**config.mk**
```make
export PLATFORM = sky130hd
export DESIGN_NAME = pd_status_interrupt_regs
export DESIGN_NICKNAME = d
export VERILOG_FILES = /design/src/rtl/pd_status_interrupt_regs.v /design/src/rtl/event_flag_bank.v
export VERILOG_INCLUDE_DIRS = /design/src /design/src/rtl
export SDC_FILE = /design/constraint.sdc
export NUM_CORES = 1
export LEC_CHECK = 0
export ABC_AREA = 1
export BUFFER_PORTS_ARGS = -buffer_cell sky130_fd_sc_hd__clkbuf_2
export CORE_AREA = 4 4 80 82
export CTS_CLUSTER_DIAMETER = 60
export CTS_CLUSTER_SIZE = 28
export DETAILED_ROUTE_END_ITERATION = 8
export DIE_AREA = 0 0 84 86
export PLACE_DENSITY = 0.58
export SYNTH_ARGS = -nofsm -noshare
export SYNTH_HDL_FRONTEND = slang
export SYNTH_SLANG_ARGS = --single-unit
```
**constraint.sdc**
```tcl
create_clock -name clock -period 3 [get_ports clock]
set_clock_uncertainty 0.2 [all_clocks]
set_input_delay 0.3 -clock clock [delete_from_list [all_inputs] [get_ports clock]]
set_output_delay 0.3 -clock clock [all_outputs]
set_load 0.01 [all_outputs]
```
**src/rtl/pd_status_map.vh**
```
// Register offsets, field positions, codes and reset values for the PD status and interrupt registers.
`ifndef PD_STATUS_MAP_VH
`define PD_STATUS_MAP_VH

`define ADDR_PD_RESET_STATUS 8'h3c
`define ADDR_TOGGLE_SOP_STATUS 8'h3d
`define ADDR_PD_EVENT_FLAGS 8'h3e
`define ADDR_GOODCRC_EVENT_FLAG 8'h3f

`define RST_REG8 8'h00

`define BIT_SOFT_RESET_FAIL 5
`define BIT_RETRY_EXHAUSTED 4
`define BIT_POWER_REQ_HI 3
`define BIT_POWER_REQ_LO 2
`define BIT_SOFT_RESET_SEEN 1
`define BIT_HARD_RESET_SEEN 0

`define BIT_TOGGLE_HI 5
`define BIT_TOGGLE_LO 3
`define BIT_RX_DPRIME_DEBUG 2
`define BIT_RX_PRIME_DEBUG 1
`define BIT_RX_PLAIN_SOP 0

`define BIT_OVERCURRENT_HEAT 7
`define BIT_ROLE_DETECT_DONE 6
`define BIT_SOFT_FAIL_EVT 5
`define BIT_RETRY_FAIL_EVT 4
`define BIT_HARD_SENT_EVT 3
`define BIT_TX_ACKED_EVT 2
`define BIT_SOFT_RX_EVT 1
`define BIT_HARD_RX_EVT 0
`define BIT_ACK_SENT_EVT 0

`define TOG_RUNNING 3'h0
`define TOG_SRC_CC1 3'h1
`define TOG_SRC_CC2 3'h2
`define TOG_SNK_CC1 3'h5
`define TOG_SNK_CC2 3'h6
`define TOG_AUDIO 3'h7

`define RST_POWER_ENABLE 4'h1

`endif

```
**src/rtl/pd_status_interrupt_regs.v**
```verilog
// Status and read-to-clear interrupt registers of a Type-C / PD port controller.
//
// How it works
// - Soft-reset-failure status, bit 5, sets when all soft reset retries lack GoodCRC.
// - Retry-exhausted status, bit 4, sets when all packet retries lack GoodCRC.
// - Transmit-start, transmitter-on or hard-reset-send command clears both failure bits.
// - Bits 3:2 show the internally requested upper power enables.
// - Effective power is the larger of software field and internal request combination.
// - Soft-reset-received status, bit 1, sets when a soft reset packet arrives.
// - Hard-reset-received status, bit 0, sets when hard reset ordered set arrives.
// - Toggle settle code 000 while automatic toggling still runs.
// - Code 001 settled source CC1, 010 settled source CC2.
// - Code 101 settled sink CC1, 110 settled sink CC2.
// - Code 111 audio accessory, Ra on both lines; other codes undefined.
// - Bit 0 of toggle/SOP status marks last received packet as SOP.
// - Bit 1 marks SOP prime debug, bit 2 SOP double prime debug.
// - Interrupt bit 7 latches on VCONN overcurrent or over-temperature.
// - Interrupt bit 6 latches when toggling ends on a detected attach.
// - Interrupt bit 5 on soft reset failure, bit 4 on retry exhaustion.
// - Interrupt bit 3 latches after a hard reset is sent successfully.
// - Interrupt bit 2 latches when a sent packet gets GoodCRC.
// - Interrupt bit 1 on received soft reset, bit 0 on received hard reset.
// - Second interrupt register bit 0 latches after sending a GoodCRC reply.
// - Each interrupt flag has its own software mask bit gating the request.
`timescale 1ns/1ps
`default_nettype none
`include "pd_status_map.vh"
module pd_status_interrupt_regs (
    // Clock and reset.
    input wire clock,
    input wire reset_n,
    // Register read port from the I2C slave, same clock domain.
    input wire reg_read,
    input wire [7:0] reg_addr,
    output reg [7:0] reg_rdata_q,
    // Transmit commands.
    input wire start_tx_cmd,
    input wire transmitter_on_cmd,
    input wire send_hard_reset_cmd,
    // Protocol events from the PD transmitter and receiver, one-cycle pulses.
    input wire soft_reset_fail_evt,
    input wire retry_exhausted_evt,
    input wire hard_reset_sent_evt,
    input wire tx_acked_evt,
    input wire soft_reset_rx_evt,
    input wire hard_reset_rx_evt,
    input wire ack_sent_evt,
    // Receive FIFO packet type, valid with rx_packet_stored.
    input wire rx_packet_stored,
    input wire rx_plain_sop,
    input wire rx_prime_debug,
    input wire rx_dprime_debug,
    // Toggle state machine.
    input wire toggle_start,
    input wire toggle_done,
    input wire [2:0] toggle_result,
    input wire role_detect_done_evt,
    // Protection events, asynchronous pins.
    input wire overcurrent_vconn1,
    input wire overcurrent_vconn2,
    input wire over_temperature,
    // Power control.
    input wire [3:0] power_enable_field,
    input wire [1:0] internal_power_request,
    output reg [3:0] effective_power_q,
    // Interrupt masks from the mask registers.
    input wire [7:0] event_mask,
    input wire ack_sent_mask,
    // Interrupt request.
    output reg irq_q
);

    ////////////////////////////////////////////////////////////////////////////
    // Synchronise the protection pins and detect a new fault.

    wire [2:0] prot_pins = {over_temperature, overcurrent_vconn2, overcurrent_vconn1};
    reg [2:0] prot_s1_q;
    reg [2:0] prot_s2_q;
    reg [2:0] prot_s3_q;
    reg [2:0] prot_level_q;
    wire [2:0] prot_level_d;
    wire prot_rise;

    // Three stages cost three cycles of latency on a fault pin, which is slow next to the clock.
    always @(posedge clock or negedge reset_n) begin
        if (!reset_n) begin
            prot_s1_q <= 3'h0;
            prot_s2_q <= 3'h0;
            prot_s3_q <= 3'h0;
            prot_level_q <= 3'h0;
        end else begin
            prot_s1_q <= prot_pins;
            prot_s2_q <= prot_s1_q;
            prot_s3_q <= prot_s2_q;
            prot_level_q <= prot_level_d;
        end
    end

    // A pin counts as changed only once the second and third stages agree.
    genvar p;
    generate
        for (p = 0; p < 3; p = p + 1) begin : g_prot
            assign prot_level_d[p] = (prot_s2_q[p] == prot_s3_q[p]) ? prot_s2_q[p] : prot_level_q[p];
        end
    endgenerate
    assign prot_rise = |(prot_level_d & ~prot_level_q);

    ////////////////////////////////////////////////////////////////////////////
    // Reset status register.

    reg soft_reset_fail_q;
    reg retry_exhausted_q;
    reg soft_reset_seen_q;
    reg hard_reset_seen_q;
    reg [1:0] power_req_q;
    wire tx_command = start_tx_cmd | transmitter_on_cmd | send_hard_reset_cmd;

    // A failure reported in the same cycle as a new command is kept, since it
    // belongs to the earlier transfer and software must still see it.
    always @(posedge clock or negedge reset_n) begin
        if (!reset_n) begin
            soft_reset_fail_q <= 1'b0;
            retry_exhausted_q <= 1'b0;
            soft_reset_seen_q <= 1'b0;
            hard_reset_seen_q <= 1'b0;
            power_req_q <= 2'h0;
        end else begin
            if (soft_reset_fail_evt) begin
                soft_reset_fail_q <= 1'b1;
            end else if (tx_command) begin
                soft_reset_fail_q <= 1'b0;
            end
            if (retry_exhausted_evt) begin
                retry_exhausted_q <= 1'b1;
            end else if (tx_command) begin
                retry_exhausted_q <= 1'b0;
            end
            if (soft_reset_rx_evt) begin
                soft_reset_seen_q <= 1'b1;
            end
            if (hard_reset_rx_evt) begin
                hard_reset_seen_q <= 1'b1;
            end
            power_req_q <= internal_power_request;
        end
    end

    // Fields are placed by their named positions so the map header stays the one source.
    wire [7:0] reset_status;
    assign reset_status[7:6] = 2'h0;
    assign reset_status[`BIT_SOFT_RESET_FAIL] = soft_reset_fail_q;
    assign reset_status[`BIT_RETRY_EXHAUSTED] = retry_exhausted_q;
    assign reset_status[`BIT_POWER_REQ_HI:`BIT_POWER_REQ_LO] = power_req_q;
    assign reset_status[`BIT_SOFT_RESET_SEEN] = soft_reset_seen_q;
    assign reset_status[`BIT_HARD_RESET_SEEN] = hard_reset_seen_q;

    ////////////////////////////////////////////////////////////////////////////
    // Effective power state.

    wire [3:0] power_combined = {power_req_q, power_enable_field[1:0]};
    reg [3:0] effective_power_d;

    // Comparing whole nibbles keeps the lower software bits in both candidates.
    always @* begin
        if (power_combined > power_enable_field) begin
            effective_power_d = power_combined;
        end else begin
            effective_power_d = power_enable_field;
        end
    end

    always @(posedge clock or negedge reset_n) begin
        if (!reset_n) begin
            effective_power_q <= `RST_POWER_ENABLE;
        end else begin
            effective_power_q <= effective_power_d;
        end
    end

    ////////////////////////////////////////////////////////////////////////////
    // Toggle and SOP status register.

    reg [2:0] toggle_state_q;
    reg [2:0] toggle_state_d;
    reg [2:0] sop_type_q;

    // An undefined settle code keeps the last report, so software never sees a code it must not interpret.
    always @* begin
        toggle_state_d = toggle_state_q;
        if (toggle_start) begin
            toggle_state_d = `TOG_RUNNING;
        end else if (toggle_done) begin
            case (toggle_result)
                `TOG_SRC_CC1: toggle_state_d = `TOG_SRC_CC1;
                `TOG_SRC_CC2: toggle_state_d = `TOG_SRC_CC2;
                `TOG_SNK_CC1: toggle_state_d = `TOG_SNK_CC1;
                `TOG_SNK_CC2: toggle_state_d = `TOG_SNK_CC2;
                `TOG_AUDIO: toggle_state_d = `TOG_AUDIO;
                default: toggle_state_d = toggle_state_q;
            endcase
        end
    end

    always @(posedge clock or negedge reset_n) begin
        if (!reset_n) begin
            toggle_state_q <= `TOG_RUNNING;
            sop_type_q <= 3'h0;
        end else begin
            toggle_state_q <= toggle_state_d;
            if (rx_packet_stored) begin
                sop_type_q <= {rx_dprime_debug, rx_prime_debug, rx_plain_sop};
            end
        end
    end

    wire [7:0] toggle_sop_status;
    assign toggle_sop_status[7:6] = 2'h0;
    assign toggle_sop_status[`BIT_TOGGLE_HI:`BIT_TOGGLE_LO] = toggle_state_q;
    assign toggle_sop_status[`BIT_RX_DPRIME_DEBUG] = sop_type_q[2];
    assign toggle_sop_status[`BIT_RX_PRIME_DEBUG] = sop_type_q[1];
    assign toggle_sop_status[`BIT_RX_PLAIN_SOP] = sop_type_q[0];

    ////////////////////////////////////////////////////////////////////////////
    // Interrupt flag registers.

    wire read_event_flags = reg_read && (reg_addr == `ADDR_PD_EVENT_FLAGS);
    wire read_ack_flag = reg_read && (reg_addr == `ADDR_GOODCRC_EVENT_FLAG);
    wire [7:0] event_pulse;
    wire [7:0] event_flags;
    wire [7:0] ack_flags;

    assign event_pulse[`BIT_OVERCURRENT_HEAT] = prot_rise;
    assign event_pulse[`BIT_ROLE_DETECT_DONE] = role_detect_done_evt;
    assign event_pulse[`BIT_SOFT_FAIL_EVT] = soft_reset_fail_evt;
    assign event_pulse[`BIT_RETRY_FAIL_EVT] = retry_exhausted_evt;
    assign event_pulse[`BIT_HARD_SENT_EVT] = hard_reset_sent_evt;
    assign event_pulse[`BIT_TX_ACKED_EVT] = tx_acked_evt;
    assign event_pulse[`BIT_SOFT_RX_EVT] = soft_reset_rx_evt;
    assign event_pulse[`BIT_HARD_RX_EVT] = hard_reset_rx_evt;

    event_flag_bank u_event_flags (
        .clock(clock),
        .reset_n(reset_n),
        .event_pulse(event_pulse),
        .clear_read(read_event_flags),
        .flags_q(event_flags)
    );

    // Only bit 0 of the second register is live; the rest never set.
    wire [7:0] ack_pulse = {7'h00, ack_sent_evt};

    event_flag_bank u_ack_flag (
        .clock(clock),
        .reset_n(reset_n),
        .event_pulse(ack_pulse),
        .clear_read(read_ack_flag),
        .flags_q(ack_flags)
    );

    ////////////////////////////////////////////////////////////////////////////
    // Interrupt request and read data.

    // Registered so the request pin never glitches; it trails its flag by one cycle.
    wire irq_d = |(event_flags & ~event_mask) | (ack_flags[0] & ~ack_sent_mask);
    reg [7:0] reg_rdata_d;

    // The read returns the flags as they stood before the clear takes effect.
    always @* begin
        reg_rdata_d = reg_rdata_q;
        if (reg_read) begin
            case (reg_addr)
                `ADDR_PD_RESET_STATUS: reg_rdata_d = reset_status;
                `ADDR_TOGGLE_SOP_STATUS: reg_rdata_d = toggle_sop_status;
                `ADDR_PD_EVENT_FLAGS: reg_rdata_d = event_flags;
                `ADDR_GOODCRC_EVENT_FLAG: reg_rdata_d = ack_flags;
                default: reg_rdata_d = `RST_REG8;
            endcase
        end
    end

    always @(posedge clock or negedge reset_n) begin
        if (!reset_n) begin
            irq_q <= 1'b0;
            reg_rdata_q <= `RST_REG8;
        end else begin
            irq_q <= irq_d;
            reg_rdata_q <= reg_rdata_d;
        end
    end

endmodule
`default_nettype wire

```
**src/rtl/event_flag_bank.v**
```verilog
// Eight read-to-clear event flags where a new event outranks the clearing read.
`timescale 1ns/1ps
`default_nettype none
module event_flag_bank (
    // Clock and reset.
    input wire clock,
    input wire reset_n,
    // Events and read-clear strobe.
    input wire [7:0] event_pulse,
    input wire clear_read,
    // Flag state.
    output reg [7:0] flags_q
);
    genvar i;
    generate
        for (i = 0; i < 8; i = i + 1) begin : g_flag
            always @(posedge clock or negedge reset_n) begin
                if (!reset_n) begin
                    flags_q[i] <= 1'b0;
                end else if (event_pulse[i]) begin
                    flags_q[i] <= 1'b1;
                end else if (clear_read) begin
                    flags_q[i] <= 1'b0;
                end
            end
        end
    endgenerate
endmodule
`default_nettype wire

```
# Word level (Yosys, flattened, before mapping)
# Index checks and enable logic that the tools add are counted.
[totals]
register_bits = 46
in_bits = 49
[op_classes]
order_cmp = 1
eq_ne = 12
n_mux = 22
bitwise_logic = 9
reduce_logical = 18
[op_table]
columns = ["cell", "n"]
rows = [
  ["8-bit by 6-bit == test with 1-bit output, second input constant", 4],
  ["8-bit case mux with 4 select lines", 1],
  ["2-bit nonzero test", 12],
  ["1-bit two-way mux", 17],
  ["3-bit case mux with 5 select lines", 1],
  ["3-bit == test, second input constant", 3],
  ["8-bit bitwise AND", 1],
  ["8-bit NOT", 1],
  ["8-bit OR reduction", 1],
  ["3-bit two-way mux", 2],
  ["6-bit nonzero test", 1],
  ["4-bit > comparator", 1],
  ["4-bit two-way mux", 1],
  ["3-bit bitwise AND", 1],
  ["1-bit == test", 3],
  ["3-bit by 1-bit == test with 1-bit output, second input constant", 1],
  ["3-bit by 2-bit == test with 1-bit output, second input constant", 1],
  ["3-bit NOT", 1],
  ["1-bit bitwise OR", 3],
  ["3-bit OR reduction", 1],
  ["1-bit logical AND", 2],
  ["2-bit AND reduction", 1],
  ["1-bit bitwise AND", 1],
  ["1-bit NOT", 1],
]

# Logic depth before layout (Yosys ltp)
[logic_depth]
ltp_word = 5
ltp_mapped = 8

# By module
# Synthesis repeated with hierarchy kept, for this count alone.
[unflattened]
hier_cells = 253
area_unflattened_um2 = 2348.5
[by_module_without_submodules]
columns = ["module", "n_inst", "cells_per_inst", "area_per_inst_um2"]
rows = [
  ["pd_status_interrupt_regs", 1, 187, 1760.4],
  ["event_flag_bank", 2, 33, 294.0],
]

# Worst setup path after synthesis
# OpenSTA, ideal clock, no wires.
[synth_timing]
path_kind = "reg-to-reg"
start = "reg power_req_q[1]"
end = "reg effective_power_q[2]"
setup_ns = 0.077
arrival_ns = 1.055
required_time_ns = 2.723
setup_slack_ns = 1.667
path_stages_with_launch = 6
cell_sequence = "dfrtp_1 > ha_1 > a21oi_1 > a21o_1 > nor2_1 > a21oi_1"
[synth_via]
elab_chain_len = 2
[synth_lines]
columns = ["item", "line_no", "rtl"]
rows = [
  ["from (decl)", "pd_status_interrupt_regs.v:115", "reg [1:0] power_req_q;"],
  ["from (signal assigned)", "pd_status_interrupt_regs.v:144", "power_req_q <= internal_power_request;"],
  ["4-bit > comparator", "pd_status_interrupt_regs.v:165", "if (power_combined > power_enable_field) begin"],
  ["4-bit two-way mux", "pd_status_interrupt_regs.v:165", ""],
  ["net effective_power_d[2]", "pd_status_interrupt_regs.v:161", "reg [3:0] effective_power_d;"],
  ["to (signal assigned)", "pd_status_interrupt_regs.v:174", "effective_power_q <= `RST_POWER_ENABLE;"],
  ["to (signal assigned)", "pd_status_interrupt_regs.v:176", "effective_power_q <= effective_power_d;"],
  ["to (decl)", "pd_status_interrupt_regs.v:65", "output reg [3:0] effective_power_q,"],
]
# The timed path passes the listed nets, and every way through them passes these cells.
# A chain may end at the register's enable or synchronous reset.

# Final worst setup path
[layout_timing]
start = "reg effective_power_q[0]"
end = "out effective_power_q[0]"
# No word-level cell between the ends.

==> results.yml <==
yosys:
  synth.top_cells.by_area: "sky130_fd_sc_hd__dfrtp_1 (59%), sky130_fd_sc_hd__nand3_1 (6.3%), sky130_fd_sc_hd__nand2_1 (6.3%)"
  synth_flop_cell: "sky130_fd_sc_hd__dfrtp_1"
  synth_cell_types: 26
  synth_sequential_area_ratio_pct: 60.1
  netlist_instances: 195
  netlist_top_cells_count: "sky130_fd_sc_hd__dfrtp_1 (45), sky130_fd_sc_hd__nand2_1 (32), sky130_fd_sc_hd__inv_1 (28)"
  netlist_area_um2: 1920
  synth-warning-count: 0
  asr_flop_ratio_synth_pct: 100
  yosysMostFrequentCell: "sky130_fd_sc_hd__dfrtp_1"
  yosys.area.top_type: "sky130_fd_sc_hd__dfrtp_1"
  postSynthAreaPerCell_um2: 9.83
  mappedNetlistNets: 246
  ys_seq_elements: 46
  yosys.area.top_type_share_pct: 58.7
  synth_enable_flop_cells: 0
clocking:
  clkSlewWorstSetupHoldPaths_ns: 0.10
  cts_tree: "built"
  h-tree-depth: 2
  clock_sinks: 46
  post_cts.resized_instances: 0
  tritoncts_buffers: 5
  cts.root.buffer_cell: "sky130_fd_sc_hd__clkbuf_8"
  clock_latency_at_the_later_pin_of_the_worst_skew_pair_ns: 0.31
  max-clock-path-buffers: 2
sta:
  holdWs_ns: 0.00861
  finalCritPeriodShare_pct: 48.5
  slew_headroom_pct: 67.7
  fin_crit_period_ns: 1.46
  setup-tns-final_ns: 0
  tightest_slew_ns: 0.484
  hold_viol_final: 0
  final-setup-viol-count: 0
  maxSlewViolCount: 0
  max_freq_mhz: 687
  rsz_0062_raised_after_global_routing: "no"
place:
  place.gp.congestion: 0.727
  dpl.cell_count: 331
  dpl.hpwl_mm: 3.13
  numPortBuffers: 61
setup_path:
  critical-path-max-stage-delay_ns: 0.53
  required_ns: 2.50
  worst_ep_arrival_time_ns: 0.96
  worstSetupStartpointType: "register"
  criticalPathCategory: "reg -> out"
  worstPathBufferInverterCount: 1
  sequence_of_cells_on_the_critical_path: "clkbuf_2"
  crit_fanout: 1
  critPathSlowestCell: "sky130_fd_sc_hd__dfstp_2"
  critPathCaptureType: "output pin"
  family_of_cells_with_the_greatest_summed_delay_on_the_critical_path: "flip-flops"
grt:
  groute.usage.overall_pct: 12.6
  grt_pass1_vias: 1593
  overflow: 0
  grt_max_degree: 29
  grt_pass1_wl_mm: 7.10
  grt_antenna_before_repair: 0
pwr:
  p_leak_nw: 1.39
  irDropWorstVdd_v: 0.000238
  power.share.clock_pct: 33.5
  seqPwrFrac_pct: 56.0
  cellPowerDensity_nw_per_um2: 458
  p_int_mw: 0.875
  switching_share_pct: 25.4
  totalPowerFinal_mw: 1.17
  power.combinational.fraction_pct: 10.5
  net-switching-power_mw: 0.298
routing:
  post_drt_via_cell_ratio: 4.41
  detail_route.drc_violations: 0
  routedWlPerCell_um: 11.7
  drt_first_pass_iters: 4
  dr.first_iter.drc_count: 87
  postRouteAntennaNets: 0
  drt_wl_total_mm: 4.13
  num_vias: 1560
finish:
  post-route-util_pct: 44.6
  filler_cell_count: 591
  stdcell_count: 354
  seqCellArea_um2: 1150
  multi_input_area_um2: 644
  nets: 329
  n_antenna_cell: 0
  area.growth.synth_to_final_pct: 33.6
  final_layout_size_suffix_gt1_share_pct: 30.8
floorplan:
  core.rowCount: 28
  floorplan_die_width_um: 84
  die_footprint_um2: 7220
  ports_placed_on_the_boundary: 62
  start_util_pct: 33.4
  floorplan.die.height_um: 86
  core_um2: 5750
run:
  max_cap_violations: 0
run_status:
  run_status: "finished, final reports clean"
hold_path:
  holdCritPathClass: "in -> reg"
registers in the layout, summed over array words and instances, names as in the netlist, 2 cells and up:
signal and cells:
reg_rdata_q 8, effective_power_q 4, prot_level_q 3, toggle_state_q 3, prot_s2_q 3, sop_type_q 3
prot_s1_q 3, power_req_q 2, u_event_flags.flags_q 8, prot_s3_q 3
worst paths after layout:
| path | start | end | slack [ns] | cells after the start |
|---|---|---|---|---|
| setup reg to reg | power_req_q[1] | effective_power_q[2] | 1.55 | 5 |
| setup / recovery | effective_power_q[0] | effective_power_q[0] | 1.54 | 1 |
| hold reg to reg | prot_s1_q[1] | prot_s2_q[1] | 0.16 | 0 |
| max in group asynchronous | reset_n | effective_power_q[0] | 1.55 | 3 |
| min in group asynchronous | reset_n | prot_s2_q[0] | 0.27 | 2 |
| hold / removal | hard_reset_rx_evt | hard_reset_seen_q | 0.009 | 3 |
layout make-up:
class / instances / share of cell area, %
inverter: 30 / 4.40
clock buffer: 5 / 2.69
timing repair buffer: 77 / 18.1
tap: 75 / 3.67
sequential: 46 / 45.0
multi-input combinational: 118 / 25.2
clock inverter: 3 / 0.978
power groups by stage:
stage          logic (mW)  clock network, mW  registers (mW)
6_report            0.123              0.392           0.657
3_5_place_dp        0.111                  0           0.670
4_1_cts             0.127              0.411           0.658
5_1_grt             0.142              0.435           0.662
2_1_floorplan      0.0465                  0           0.670
3_3_place_gp        0.109                  0           0.670
cells by family (layout without fill, tap and decap cells):
kind of cell | Yosys count | in the layout | synth area share [%]
adders and majority gates | 3 | 3 | 1.83
buffers and inverters | 31 | 115 | 6.27
and+or+nand+nor | 82 | 82 | 20.9
muxes | 2 | 2 | 1.17
DFF | 46 | 46 | 60.1
AOI/OAI and AO/OA | 31 | 31 | 9.73
per-stage QoR:
stage                     area, µm²  setup slack (ns)
after floorplan                1920              1.67
after global placement         2320              1.49
after detailed placement       2320              1.45
after CTS                      2560              1.46
after global routing           2560              1.34
final                          2560              1.54
layer usage:
metal,part of all wire [%],vias to the layer above,routed length [µm],GRT usage [%]
li1,-,804,-,-
met1,46,710,1890,15.5
met2,47,41,1950,20.6
met3,5.2,5,214,4.13
met4,1.8,0,74,4.82
met5,0,-,0,0
placed cells by master, fill, tap and decap left out, drive strengths merged, types with 3 or more instances in the layout:
master | synthesis | routed
nor2 | 14 | 14
nand3 | 24 | 24
o22ai | 5 | 5
dlygate4sd3 | 0 | 15
o21ai | 16 | 16
nand2 | 34 | 34
a21oi | 3 | 3
dfrtp | 45 | 45
clkbuf | 0 | 66
inv | 30 | 31
o21bai | 6 | 6
nor3 | 3 | 3
or2 | 4 | 4
what timing repair did:
item | CTS | global route
buffers inserted | 0 | 0
endpoints found under the hold margin | 33 | 0
hold buffers | 15 | 0
setup endpoints to repair | 0 | 0
Power figures use the tool's default switching activity.
